`config.mk`:
```
export PLATFORM = sky130hd
export DESIGN_NAME = porseq_top
export DESIGN_NICKNAME = d
export VERILOG_FILES = /design/src/hdl/porseq_pkg.sv /design/src/hdl/porseq_top.sv
export SDC_FILE = /design/constraint.sdc
export NUM_CORES = 1
export LEC_CHECK = 0
export BUFFER_PORTS_ARGS = -buffer_cell sky130_fd_sc_hd__buf_2
export CAP_MARGIN = 0
export CELL_PAD_IN_SITES_DETAIL_PLACEMENT = 0
export CELL_PAD_IN_SITES_GLOBAL_PLACEMENT = 2
export CORE_ASPECT_RATIO = 0.75
export CORE_MARGIN = 2
export CORE_UTILIZATION = 42
export CTS_CLUSTER_DIAMETER = 100
export DETAILED_ROUTE_END_ITERATION = 12
export PLACE_DENSITY = 0.82
export SETUP_SLACK_MARGIN = 0.5
export SYNTH_ARGS = -nofsm -noshare
export SYNTH_HDL_FRONTEND = slang
export SYNTH_SLANG_ARGS = --single-unit
```
`constraint.sdc`:
```
create_clock -name sys_clk -period 4.81 [get_ports sys_clk]
set_input_delay 0.962 -clock sys_clk [delete_from_list [all_inputs] [get_ports sys_clk]]
set_output_delay 0.962 -clock sys_clk [all_outputs]
set_load 0.02 [all_outputs]
```
`src/hdl/porseq_pkg.sv`:
```
package porseq_pkg;
	localparam int unsigned SYS_CLK_HZ     = 100_000_000;
	localparam int unsigned STAB_TIME_MS   = 125;
	// least time rounds up to whole cycles
	localparam longint unsigned STAB_CYC_L =
		(longint'(STAB_TIME_MS) * SYS_CLK_HZ + 999) / 1000;
	localparam int unsigned STAB_CYCLES    = int'(STAB_CYC_L);
	localparam int          STAB_W         = 24;
	localparam logic [15:0] RESTART_ADDR   = 16'h0000;
	localparam logic [2:0]  SYNC_RST_VAL   = 3'h0;

	typedef enum {
		PORSEQ_CLEAR,
		PORSEQ_STAB,
		PORSEQ_WAITCY,
		PORSEQ_RUN
	} porseq_state_t;

	// reset bundle seen by the core
	typedef struct packed {
		logic haltEntryReset;
		logic coreResetSignal;
		logic systemReset;
	} porseq_resets_t;
endpackage : porseq_pkg

```
`src/hdl/porseq_top.sv`:
```
`timescale 1ns/100ps
// Notes on behaviour
// - clear stops oscillator and all operation
// - clear holds all three internal resets
// - clear release restarts oscillator, frees resets
// - leaving clear enters halt ended by carry
// - halt lasts at least 125 ms, ends on next carry edge
// - core state initialised at clear assertion
// - clear acts regardless of chip-enable level
// - restart from 0000H after forced halt
// - clear in clock stop looks unchanged
// - clock stop clear also restarts at 0000H
// - chip-enable rise after reset restarts again
// - clear sets carry disable, flag read clears
module porseq_top
	import porseq_pkg::*;
#(
	parameter int unsigned STAB_CNT = STAB_CYCLES
) (
	input  wire logic           sys_clk,        // oscillator clock
	input  wire logic           arst_n,         // board reset
	input  wire logic           supplyClearIndication, // async, high = supply low
	input  wire logic           chipEnable,     // async chip-enable pin
	input  wire logic           carrySetPulse,  // base timer carry setting pulse
	input  wire logic           carryFlagRead,  // instruction read the carry flag
	input  wire logic           clockStopReq,   // core in clock stop mode
	output porseq_resets_t      resets,         // active-high reset bundle
	output logic                oscEnable,      // crystal oscillator run
	output logic                haltActive,     // forced halt in progress
	output logic                restartStrobe,  // one-cycle load of restart addr
	output logic [15:0]         restartAddr,    // program start address
	output logic                carryDisable,   // carry disable flip-flop
	output logic                baseTimerCarryFlag // carry flag as seen by core
);
	logic [1:0]    rstSync_r;
	logic          rstN;
	logic [2:0]    clrSync_r;
	logic          clrN;
	logic [2:0]    ceSync_r;
	logic          ceLevel_r;
	logic          cySeen_r;
	porseq_state_t state_r, state_nxt;
	logic [STAB_W-1:0] stabCnt_r;

	// board reset released through two flops
	always_ff @(posedge sys_clk or negedge arst_n) begin
		if (!arst_n) rstSync_r <= 2'h0;
		else rstSync_r <= {rstSync_r[0], 1'h1};
	end
	assign rstN = rstSync_r[1];

	// clear asserts at once, releases through three flops
	wire clrAsyncN = rstN & ~supplyClearIndication;
	always_ff @(posedge sys_clk or negedge clrAsyncN) begin
		if (!clrAsyncN) clrSync_r <= SYNC_RST_VAL;
		else clrSync_r <= {clrSync_r[1:0], 1'h1};
	end
	// a one in flop three means flops two and three agree
	assign clrN = clrSync_r[2];

	always_ff @(posedge sys_clk or negedge rstN) begin
		if (!rstN) ceSync_r <= SYNC_RST_VAL;
		else ceSync_r <= {ceSync_r[1:0], chipEnable};
	end
	always_ff @(posedge sys_clk or negedge rstN) begin
		if (!rstN) ceLevel_r <= 1'h0;
		else if (ceSync_r[1] == ceSync_r[2]) ceLevel_r <= ceSync_r[2];
	end
	wire ceRise = (ceSync_r[1] == ceSync_r[2]) & ceSync_r[2] & ~ceLevel_r;

	// carry pulse edge, idle low so no false edge after clear
	always_ff @(posedge sys_clk or negedge clrN) begin
		if (!clrN) cySeen_r <= 1'h0;
		else cySeen_r <= carrySetPulse;
	end
	wire cyRise = carrySetPulse & ~cySeen_r;

	wire stabDone = (stabCnt_r >= STAB_W'(STAB_CNT - 1));
	wire ceRestart = (state_r == PORSEQ_RUN) & ceRise;

	always_comb begin
		state_nxt = state_r;
		unique case (state_r)
			PORSEQ_CLEAR:  state_nxt = PORSEQ_STAB;
			PORSEQ_STAB:   if (stabDone) state_nxt = PORSEQ_WAITCY;
			PORSEQ_WAITCY: if (cyRise) state_nxt = PORSEQ_RUN;
			PORSEQ_RUN:    if (ceRestart) state_nxt = PORSEQ_WAITCY;
		endcase
	end

	always_ff @(posedge sys_clk or negedge clrN) begin
		if (!clrN) state_r <= PORSEQ_CLEAR;
		else state_r <= state_nxt;
	end

	always_ff @(posedge sys_clk or negedge clrN) begin
		if (!clrN) stabCnt_r <= '0;
		else if (state_r == PORSEQ_STAB && !stabDone) stabCnt_r <= stabCnt_r + 1'b1;
	end

	wire inClear = (state_r == PORSEQ_CLEAR);
	wire restartNow = (state_r == PORSEQ_WAITCY) & cyRise;

	// resets and oscillator follow the clear at once, its release one cycle later
	always_ff @(posedge sys_clk or negedge clrN) begin
		if (!clrN) begin
			resets        <= '{1'h1, 1'h1, 1'h1};
			oscEnable     <= 1'h0;
			haltActive    <= 1'h1;
			restartStrobe <= 1'h0;
			restartAddr   <= RESTART_ADDR;
		end else begin
			resets        <= '{1'h0, 1'h0, 1'h0};
			oscEnable     <= 1'h1;
			haltActive    <= (state_nxt != PORSEQ_RUN);
			restartStrobe <= restartNow;
			restartAddr   <= RESTART_ADDR;
		end
	end

	// carry disable: set by clear, freed by a flag read
	always_ff @(posedge sys_clk or negedge clrN) begin
		if (!clrN) carryDisable <= 1'h1;
		else if (carryFlagRead) carryDisable <= 1'h0;
	end
	always_ff @(posedge sys_clk or negedge clrN) begin
		if (!clrN) baseTimerCarryFlag <= 1'h0;
		else if (cyRise && !carryDisable) baseTimerCarryFlag <= 1'h1;
		else if (carryFlagRead) baseTimerCarryFlag <= 1'h0;
	end

	// sequencer checks
	property p_hold;
		@(posedge sys_clk) disable iff (!rstN)
		!clrN |-> resets.systemReset && !oscEnable;
	endproperty
	a_hold: assert property (p_hold) else $error("resets not held in clear");

	property p_stab;
		@(posedge sys_clk) disable iff (!clrN)
		$rose(state_r == PORSEQ_STAB) |-> haltActive [*8];
	endproperty
	a_stab: assert property (p_stab) else $error("halt ended early");

	property p_restart;
		@(posedge sys_clk) disable iff (!clrN)
		restartNow |=> restartStrobe && restartAddr == RESTART_ADDR && !haltActive;
	endproperty
	a_restart: assert property (p_restart) else $error("restart missing");

	property p_disable;
		@(posedge sys_clk) disable iff (!clrN)
		carryDisable |=> !baseTimerCarryFlag || $past(baseTimerCarryFlag);
	endproperty
	a_disable: assert property (p_disable) else $error("flag set while disabled");

	property p_ce;
		@(posedge sys_clk) disable iff (!clrN)
		ceRestart |=> haltActive;
	endproperty
	a_ce: assert property (p_ce) else $error("chip enable restart missed");

	property p_osc;
		@(posedge sys_clk) disable iff (!rstN)
		$rose(clrN) |=> oscEnable && !resets.haltEntryReset;
	endproperty
	a_osc: assert property (p_osc) else $error("release late");

	property p_clear;
		@(posedge sys_clk) disable iff (!rstN)
		inClear |-> resets == 3'h7 && !oscEnable && haltActive;
	endproperty
	a_clear: assert property (p_clear) else $error("clear state not held");

	property p_stop;
		@(posedge sys_clk) disable iff (!rstN)
		clockStopReq && !clrN |-> !oscEnable && haltActive;
	endproperty
	a_stop: assert property (p_stop) else $error("clock stop clear changed state");

	property p_refuse;
		@(posedge sys_clk) disable iff (!clrN)
		(state_r == PORSEQ_STAB) && cyRise |=> haltActive && !restartStrobe;
	endproperty
	a_refuse: assert property (p_refuse) else $error("carry ended halt too soon");

	property p_strobe;
		@(posedge sys_clk) disable iff (!clrN)
		restartStrobe |=> !restartStrobe;
	endproperty
	a_strobe: assert property (p_strobe) else $error("restart strobe too long");

	property p_flagset;
		@(posedge sys_clk) disable iff (!clrN)
		cyRise && !carryDisable |=> baseTimerCarryFlag;
	endproperty
	a_flagset: assert property (p_flagset) else $error("carry flag not set");

	property p_cdis;
		@(posedge sys_clk) disable iff (!clrN)
		carryFlagRead |=> !carryDisable;
	endproperty
	a_cdis: assert property (p_cdis) else $error("carry disable not cleared");

	property p_waitcy;
		@(posedge sys_clk) disable iff (!clrN)
		(state_r == PORSEQ_WAITCY) && !cyRise |=> haltActive;
	endproperty
	a_waitcy: assert property (p_waitcy) else $error("halt ended without carry");

	property p_run;
		@(posedge sys_clk) disable iff (!clrN)
		(state_r == PORSEQ_RUN) |-> !haltActive && resets == 3'h0;
	endproperty
	a_run: assert property (p_run) else $error("run with halt or reset");

	property p_sync;
		@(posedge sys_clk) disable iff (!rstN)
		$rose(clrN) |-> $past(clrAsyncN, 3);
	endproperty
	a_sync: assert property (p_sync) else $error("clear release not synchronised");
endmodule : porseq_top

```
; ---- Word level (Yosys, flattened, before mapping)
; Index checks and enable logic that the tools add are counted.
[op_classes]
add_sub_neg = 1
n_lt_le_gt_ge = 1
eq_ne = 8
mux = 6
n_bitwise = 9
reduce_logical = 6
[op_table]
columns = operator, count
row1 = one-hot mux 32 bit (4 select lines), 1
row2 = == test 32 x 2 -> 1 bit (second input constant), 3
row3 = two-way mux 32 bit, 3
row4 = == test 32 x 3 -> 1 bit (second input constant), 2
row5 = == test 32 x 1 -> 1 bit (second input constant), 1
row6 = zero test 32 bit, 1
row7 = != test 32 x 3 -> 1 bit (second input constant), 1
row8 = adder 24 x 1 -> 24 bit (second input constant), 1
row9 = greater-or-equal comparator 24 bit (second input constant), 1
row10 = AND 1 bit, 6
row11 = NOT 1 bit, 3
row12 = logical AND 1 bit, 2
row13 = zero test 1 bit, 2
row14 = two-way mux 1 bit, 2
row15 = nonzero test 2 bit, 1
row16 = == test 1 bit, 1
[word_totals]
ff_bits = 72
in_bits = 7
out_inout_bits = 24
word_cells = 44

; ---- Longest topological paths before layout
; Gate-level depths: netlist of run 1.
[depth]
ltp_word = 7
ltp_mapped = 7
depth_no_buf = 6

; ---- Worst setup path after synthesis of run 1
; No wires, ideal clock.
[synth_timing]
path_type = flip-flop to flip-flop
startpoint = reg stabCnt_r[9]
endpoint = reg stabCnt_r[15]
setup_time_ps = 123
arrival_time_ps = 1651
required_ps = 4687
path_slack_ps = 3036
path_stages_with_launch = 7
path_buffers = 1
period_less_slack_ps = 1774
path_cell_list = dfrtp_1 -> or4_1 -> nor3_2 -> o221a_4 -> buf_6 -> nand4_1 -> xnor2_1
[synth_via]
elab_chain_cells = 3
word_cells_on_any_way = 4
classes_between = add/sub (1) / order compare (1) / reduce/logical (2)
[synth_rtl]
columns = element, line
row1 = from (decl), porseq_top.sv:43  ; logic [STAB_W-1:0] stabCnt_r;
row2 = from (signal assigned), porseq_top.sv:98  ; else if (state_r == PORSEQ_STAB && !stabDone) stabCnt_r <= stabCnt_r + 1'b1;
row3 = greater-or-equal comparator 24 bit, porseq_top.sv:78  ; wire stabDone = (stabCnt_r >= STAB_W'(STAB_CNT - 1));
row4 = zero test 1 bit, porseq_top.sv:98
row5 = logical AND 1 bit, porseq_top.sv:98
; Parallel ways exist; a longest one is shown, timed or not.
; A chain may end at the register's enable or synchronous reset.

; ---- Worst setup path after layout of run 1
[layout_timing]
startpoint = reg state_r[30]
endpoint = reg stabCnt_r[1]
[layout_via]
elab_chain_cells = 2
[layout_rtl]
columns = element, line
row1 = from (decl), porseq_top.sv:42  ; porseq_state_t state_r, state_nxt;
row2 = from (signal assigned), porseq_top.sv:93  ; else state_r <= state_nxt;
row3 = == test 32 x 2 -> 1 bit, porseq_top.sv:98
row4 = logical AND 1 bit, porseq_top.sv:98
; No other way between the ends.

==> results of run 1 <==
[critical path, delay by kind of cell, from the launching register on]
kind	cells	cell delay, ns
simple gates	4	1.49
flops	1	0.37
mux	1	0.31
[through the flow]
| stage | hold slack (ns) | cell area, um^2 | utilization |
|---|---|---|---|
| floorplan | 0.0461 | 3010 | - |
| global route | 0.0921 | 3210 | 0.500 |
| global placement | 0.0615 | 3010 | 0.469 |
| detailed placement | 0.0691 | 3010 | 0.469 |
| finish | 0.0660 | 3210 | 0.500 |
| CTS | 0.0760 | 3210 | 0.500 |
[cell type report]
cell class	instances	share of cell area
Clock buffer	10	0.0398
Clock inverter	6	0.0215
Inverter	2	0.00234
Multi-Input combinational cell	174	0.319
Sequential cell	72	0.563
Tap cell	81	0.0316
Timing Repair Buffer	14	0.0226
[kinds of logic (layout without fill, tap and decap cells)]
| kind of cell | Yosys count | after routing | share of synthesized area |
|---|---|---|---|
| adder cells (fa/ha/maj) | 2 | 2 | 0.00885 |
| XOR/XNOR | 22 | 22 | 0.0682 |
| multiplexers | 2 | 2 | 0.00797 |
| buffers and inverters | 25 | 32 | 0.0633 |
| flip-flops | 72 | 72 | 0.639 |
| other | 2 | 50 | 0.00266 |
| AO/OA/AOI/OAI | 9 | 9 | 0.0266 |
| AND/OR/NAND/NOR | 89 | 89 | 0.184 |
[power breakdown]
group          switching [mW]  internal (mW)
Sequential            0.00662          0.625
Combinational          0.0312        0.00707
Clock                   0.223          0.242
[worst min-delay path by stage]
stage                                 startpoint                    end  depth (start not counted)  slack [ns]
after global routing      rstSync_r[1]$_DFF_PN0_  ceSync_r[0]$_DFF_PN0_                          0        0.09
final                     rstSync_r[1]$_DFF_PN0_  ceSync_r[1]$_DFF_PN0_                          0        0.07
after floorplan           rstSync_r[1]$_DFF_PN0_  ceLevel_r$_DFFE_PN0N_                          0        0.05
after global placement    rstSync_r[1]$_DFF_PN0_  ceSync_r[0]$_DFF_PN0_                          0        0.06
after detailed placement  rstSync_r[1]$_DFF_PN0_  ceSync_r[0]$_DFF_PN0_                          0        0.07
after CTS                 rstSync_r[1]$_DFF_PN0_  ceSync_r[0]$_DFF_PN0_                          0        0.08
[synthesized netlist by cell type, types with 2 or more instances]
| cell type | instances |
|---|---|
| conb_1 | 2 |
| nand2_1 | 11 |
| and4_1 | 4 |
| and2_1 | 3 |
| buf_4 | 18 |
| buf_2 | 2 |
| nand3_1 | 9 |
| nor2b_1 | 4 |
| ha_1 | 2 |
| nand2b_1 | 2 |
| nor3_2 | 2 |
| and3_1 | 13 |
| nor4_1 | 7 |
| nor2_1 | 7 |
| dfstp_2 | 3 |
| xnor2_1 | 22 |
| inv_1 | 2 |
| nor3_1 | 5 |
| nand4_1 | 18 |
| mux2_2 | 2 |
| buf_6 | 2 |
| dfrtp_1 | 69 |
| o21ai_0 | 3 |
[routing by layer]
layer / wire [um] / share of wire / vias to the layer above
li1: - / - / 814
met1: 2170 / 0.49 / 807
met2: 1970 / 0.44 / 24
met3: 207 / 0.047 / 9
met4: 91 / 0.021 / 0
met5: 0 / 0 / -
[state kept, by name, indices dropped and copies added (netlist names), 2 cells and up]
| signal | cells |
|---|---|
| ceSync_r | 3 |
| stabCnt_r | 24 |
| state_r | 32 |
| rstSync_r | 2 |
| clrSync_r | 3 |
[cell usage in the layout (no fill, tap or decap), types with 3 or more instances in the layout]
cell / n
dfstp_2: 3
nor4_1: 7
and3_1: 13
conb_1: 50
nand4_1: 18
nand3_1: 9
buf_2: 13
o21ai_0: 3
and2_1: 3
nor2_1: 7
nor2b_1: 4
clkbuf_8: 9
dfrtp_1: 68
nand2_1: 11
nor3_1: 5
and4_1: 4
xnor2_1: 22
==> results by group, run 1 <==
Outcome
  – Status: completed

Route
  – Drt pass-1 iters: 4
  – Residual DRC: 0
  – Routed WL per cell: 12.3 um
  – DRT iter0 DRCs: 58
  – WL final: 4430 um
  – Antenna Nets Post-Route: 0
  – Via count: 1654
  – DR vias/cell: 4.61

Synthesis
  – Cells after Synth: 223
  – Sequential element share of the synthesized area: 0.639
  – Synth unique cells: 34
  – Yosys top cell area share: 0.611
  – Top cells by area, synth: dfrtp_1 61%, xnor2_1 6.8%, buf_4 4.8%, nand4_1 4.0%, and3_1 2.9%
  – Avg Inst Size Synth: 12.7 um^2
  – Synthesized area: 2830 um^2
  – Post-synth EDFFs: 0
  – Ys async rst share: 1.00
  – Synth warnings: 0
  – Main synth FF type: dfrtp_1
  – Synth area leader: dfrtp_1
  – Yosys reg bits: 72

Clock tree
  – Clock Pin Slew Worst Setup and Hold Paths: 0.08 ns
  – Clk sink count: 72
  – Hold buffer count at cts: 0
  – Skew-Pair Late Insertion Delay: 0.34 ns
  – Cts bufs inserted: 9
  – CTS tree: built
  – Htree depth: 3
  – PostCTS Resize Cnt: 0
  – Clk buf depth: 2
  – Clk root buf: clkbuf_8
  – Post-CTS setup buffer count: 0

Timing
  – Endpoints failing hold: 0
  – Fin worst setup slack: 2.52 ns
  – Pins over their slew limit: 0
  – Worst slew margin: 0.373
  – Worst Skew: 0.00669 ns
  – Crit share post-route: 0.476
  – Least-Margin Pin Slew: 0.937 ns
  – RSZ-0062 raised after global routing: no
  – Final Critical Period: 2.29 ns
  – Setup_tns: 0 ns
  – Final setup vio count: 0
  – Achievable Freq: 437 MHz

Worst setup path
  – R2R Path Start: state_r[30]$_DFF_PN0_
  – Startpoint types: flop
  – Worst-path cell chain: nor4_1 > nand4_1 > nor3_2 > nand2_2 > mux2_2
  – Reg2Reg Depth: 5
  – Worst reg2reg setup slack: 2.52 ns
  – Worst setup EP type: flop
  – CP endpoint: stabCnt_r[1]$_DFFE_PN0P_
  – CP max-delay cell: nor3_2
  – WS Path Type: reg2reg
  – CP Launch Point: state_r[30]$_DFF_PN0_
  – Data arrival, critical path: 2.52 ns
  – CP max FO: 13
  – FF-to-FF End: stabCnt_r[1]$_DFFE_PN0P_
  – Crit path required time: 5.04 ns
  – Crit path largest cell delay: 0.77 ns

Global routing
  – Pin count of the biggest net entering global routing: 64
  – M2 GR Usage: 0.209
  – GRT Total Usage: 0.143
  – GR Util met3: 0.0539
  – Initial antenna violation count: 0
  – M1 GR Usage: 0.190
  – Layer with the highest usage: met2
  – Grt total ovfl: 0
  – Vias in the first global route: 1653
  – First-pass GRT wire length: 7940 um

Layout
  – Antenna Cells: 0
  – Area growth syn-to-layout: 13.5%
  – Share of layout cells above drive strength 1: 0.144
  – Filler Cell Count: 597
  – Multi-input gate area: 1020 um^2
  – FF/Latch Area: 1810 um^2
  – Fin cells: 359
  – Layout net count: 282

Die
  – Initial Utilization: 0.441
  – Row Count: 25
  – Core Area: 6410 um^2
  – IO Pins: 31
  – Die area: 7410 um^2
  – Chip Height: 75.0 um
  – DIE WIDTH: 98.7 um

Placement
  – Dpl hpwl: 2900 um
  – # port buffers: 13
  – Post-Place Cells: 343
  – Gpl congestion: 0.719
  – Pre-CTS setup slack: 2.54 ns

Flow run
  – # Max-Cap Violations: 0

Power
  – Power consumption: 1.13 mW
  – Power per cell area: 354 nW/um^2
  – Static Leakage: 1.47 nW
  – Worst vdd ir: 0.155 mV

Worst hold path
  – Type of the worst min-delay path: reg2async
(Power assumes the default switching activity.)
==> inputs of run 2 (changes only) <==
- ABC_AREA: unset -> 1
- CORE_UTILIZATION: 42 -> 36
- PLACE_DENSITY: 0.82 -> 0.78
- clock period: 4.81 -> 2.3 ns (I/O delays scaled with it)
==> run 2 against run 1 <==
  * The flow now finishes with violations (DRC)
  * Fmax increased by 37%
  * Worst hold slack got worse by 0.0035 ns
  * Sequential power increased by 110%
  * Clock skew increased by 0.00090 ns
  * Via count increased by 34%
  * Cell count increased by 46%
  * Setup slack got worse by 1.9 ns
  * Final area increased by 21%
  * Sequential share of layout area decreased by 9.8 points
  * Count of clock-buffer cells in the layout unchanged
  * Area after synthesis increased by 14%
  * First-iteration DRC count increased by 36%
  * Critical path type unchanged
==> results by group, run 2 <==
Outcome
  – Status: complete, but fails checks
  – Failing checks: DRC

Synthesis
  – Most common cell in the netlist: nand2_1
  – Top cells by count, synth: 97 x nand2_1, 69 x dfrtp_1, 45 x nor2_1, 26 x inv_1, 19 x buf_4
  – Yosys reg bits: 72 (unchanged)
  – Top cells by area, synth: dfrtp_1 54%, nand2_1 11%, nor2_1 5.3%, buf_4 4.4%, xor2_1 4.1%
  – Synth warnings: 0 (unchanged)
  – Synth area leader: dfrtp_1
  – Avg Inst Size Synth: 9.17 um^2 (-28%)
  – Synth unique cells: 31 (-8.8%)
  – Yosys top cell area share: 0.538 (-0.0727)
  – Main synth FF type: dfrtp_1
  – Ys async rst share: 1.00 (unchanged)
  – Sequential element share of the synthesized area: 0.563 (-0.0760)
  – Synthesized area: 3210 um^2 (+14%)
  – Post-synth EDFFs: 0 (unchanged)
  – Cells after Synth: 350 (+57%)

Timing
  – Worst Skew: 0.00759 ns (+0.000896 ns)
  – Final setup vio count: 0 (unchanged)
  – Fin worst setup slack: 0.630 ns (-1.89 ns)
  – RSZ-0062 raised after global routing: no
  – Final Critical Period: 1.67 ns (-0.619 ns)
  – Endpoints failing hold: 0 (unchanged)
  – Crit share post-route: 0.726 (+0.250)
  – Least-Margin Pin Slew: 0.676 ns (-0.260 ns)
  – Worst slew margin: 0.549 (+0.176)
  – Setup_tns: 0 ns (unchanged)
  – Achievable Freq: 599 MHz (+37%)
  – Pins over their slew limit: 0 (unchanged)

Route
  – Top sig layer: met4
  – Via count: 2215 (+34%)
  – Metal-1 WL: 3080 um (+42%)
  – DR vias/cell: 4.24 (-8.1%)
  – Routed WL per cell: 11.5 um (-6.5%)
  – Drt pass-1 iters: 9 (+5)
  – Antenna Nets Post-Route: 0 (unchanged)
  – Residual DRC: 2 (+2)
  – DR WL met2: 2530 um (+28%)
  – DRT iter0 DRCs: 79 (+36%)
  – WL final: 6040 um (+36%)
  – Met3 routed WL: 332 um (+60%)

Clock tree
  – Clk root buf: clkbuf_16
  – CTS tree: built
  – Clk sink count: 72 (unchanged)
  – Skew-Pair Late Insertion Delay: 0.34 ns (about the same)
  – Htree depth: 3 (unchanged)
  – Clk buf depth: 2 (unchanged)
  – Clock Pin Slew Worst Setup and Hold Paths: 0.06 ns (-0.02 ns)
  – Cts bufs inserted: 9 (unchanged)

Power
  – Power consumption: 2.80 mW (+150%)
  – Net Sw Frac: 0.224 (-0.00558)
  – Power per cell area: 721 nW/um^2 (+100%)
  – Worst vdd ir: 0.440 mV (+180%)
  – Sequential Power Share: 0.475 (-0.082)
  – Internal power: 2.18 mW (+150%)
  – Switch Pwr: 0.628 mW (+140%)
  – Clock power frac: 0.495 (+0.085)
  – Static Leakage: 1.89 nW (+29%)
  – Comb power frac: 0.031 (-0.003)

Die
  – Chip Height: 85.8 um (+14%)
  – Core Area: 8560 um^2 (+34%)
  – IO Pins: 31 (unchanged)
  – DIE WIDTH: 113 um (+14%)
  – Die area: 9690 um^2 (+31%)
  – Initial Utilization: 0.375 (-0.0661)
  – Row Count: 29 (+16%)

Worst setup path
  – WS Path Type: reg2reg
  – Startpoint types: flop
  – Data arrival, critical path: 1.89 ns (-0.63 ns)
  – Worst setup EP type: flop
  – Crit path required time: 2.52 ns (-2.52 ns)
  – CP max FO: 7 (-6)
  – Most used cell, CP: nand2_1
  – Crit path largest cell delay: 0.47 ns (-0.30 ns)
  – CP max-delay cell: dfrtp_1
  – Worst-path cell chain: nand2_1 > nor2_1 > nand3_1 > nand2_1 > a21oi_4 > and2_4 > nand2_8 > buf_4 > nand2_1 > o21ai_1

Flow run
  – # Max-Cap Violations: 0 (unchanged)

Layout
  – Design area: 3890 um^2 (+21%)
  – Filler Cell Count: 824 (+38%)
  – Commonest non-fill, non-tap cell in the layout: nand2_1
  – Multi-input gate area: 1360 um^2 (+33%)
  – Biggest register: state_r
  – Antenna Cells: 0 (unchanged)
  – Largest register FFs: 32 (unchanged)
  – Layout net count: 419 (+49%)
  – Post-layout util: 0.454 (-0.0463)
  – Area growth syn-to-layout: 21.1%
  – Top flop regs: state_r (32), stabCnt_r (24)
  – FF/Latch Area: 1810 um^2 (+0.21%)
  – Commonest cells after routing, fill and taps aside: 96 x nand2_1, 65 x dfrtp_1, 50 x conb_1
  – Share of layout cells above drive strength 1: 0.159 (+0.0152)

Global routing
  – Initial antenna violation count: 0 (unchanged)
  – Grt total ovfl: 0 (unchanged)
  – Vias in the first global route: 2119 (+28%)
  – Pin count of the biggest net entering global routing: 35 (-45%)
  – First-pass GRT wire length: 10200 um (+29%)
  – GRT Total Usage: 0.138 (-0.00433)

Placement
  – Gpl congestion: 0.797 (+11%)
  – # port buffers: 13 (unchanged)
  – Dpl hpwl: 4280 um (+47%)
  – Area after DPL: 3440 um^2 (+14%)
  – Pre-CTS setup slack: 0.549 ns (-1.99 ns)

Worst hold path
  – Type of the worst min-delay path: in2async
## run 2: cell types whose count changed after synthesis, sizes merged, moves of 5 or more
| cell | delta |
|---|---|
| and3 | -13 |
| nand4 | -5 |
| nand2 | +86 |
| nor2 | +41 |
| xor2 | +15 |
| nor4 | -7 |
| xnor2 | -14 |
| inv | +28 |
## run 2: layout make-up
cell class / instances / area share
Clock buffer: 10 / 0.0589
Clock inverter: 6 / 0.0177
Inverter: 30 / 0.0303
Multi-Input combinational cell: 273 / 0.350
Tap cell: 108 / 0.0348
Sequential cell: 72 / 0.466
Timing Repair Buffer: 24 / 0.0428
## run 2: worst max-delay path: cells and delay by family, from the launching register on
family,cells,cell delay (ns)
buf+inv,1,0.15
compound gates,2,0.23
simple gates,7,0.69
flops,1,0.47
## run 2: logic make-up after synthesis
kind of cell / Yosys count / share of synthesized area
other: 2 / 0.00234
AO/OA/AOI/OAI: 13 / 0.0238
flip-flops: 72 / 0.563
adder cells (fa/ha/maj): 2 / 0.00780
XOR/XNOR: 23 / 0.0628
AND/OR/NAND/NOR: 184 / 0.248
buffers and inverters: 54 / 0.0920
## run 2: per-stage QoR
step                hold WS (ns)  cells
floorplan                 0.0493    398
global placement          0.0660    498
detailed placement        0.0722    498
CTS                       0.0749    515
global route              0.0775    523
finish                    0.0626    523
## run 2: final timing paths
path | end | start | slack [ns] | cells past startpoint
max | stabCnt_r[16]$_DFFE_PN0P_ | stabCnt_r[16]$_DFFE_PN0P_ | 0.63 | 10
min | clrSync_r[0]$_DFF_PN0_ | supplyClearIndication | 0.06 | 2
max reg2reg | stabCnt_r[16]$_DFFE_PN0P_ | stabCnt_r[16]$_DFFE_PN0P_ | 0.63 | 10
min reg2reg | ceSync_r[1]$_DFF_PN0_ | rstSync_r[1]$_DFF_PN0_ | 0.07 | 0
max in group asynchronous | carryDisable$_DFFE_PN1P_ | clrSync_r[2]$_DFF_PN0_ | 1.29 | 1
min in group sys_clk | ceSync_r[0]$_DFF_PN0_ | chipEnable | 0.23 | 1
## run 2: per-layer routing
layer / track usage / up-vias
li1: - / 1145
met1: 0.195 / 1019
met2: 0.195 / 41
met3: 0.0452 / 10
met4: 0.0599 / 0
met5: 0 / -
## run 2: what timing repair did
item	4_1_cts	5_1_grt
hold buffers	1	0
setup endpoints to repair	0	21
gates resized for setup	0	18
setup buffers	0	7
hold endpoints to repair	2	0
## run 2: power by group through the flow
stage | clock network (mW) | logic, mW | registers, mW
floorplan | 0 | 0.0728 | 1.36
global placement | 0 | 0.0834 | 1.35
detailed placement | 0 | 0.0846 | 1.35
CTS | 1.43 | 0.0860 | 1.33
global route | 1.48 | 0.0998 | 1.34
finish | 1.39 | 0.0860 | 1.33
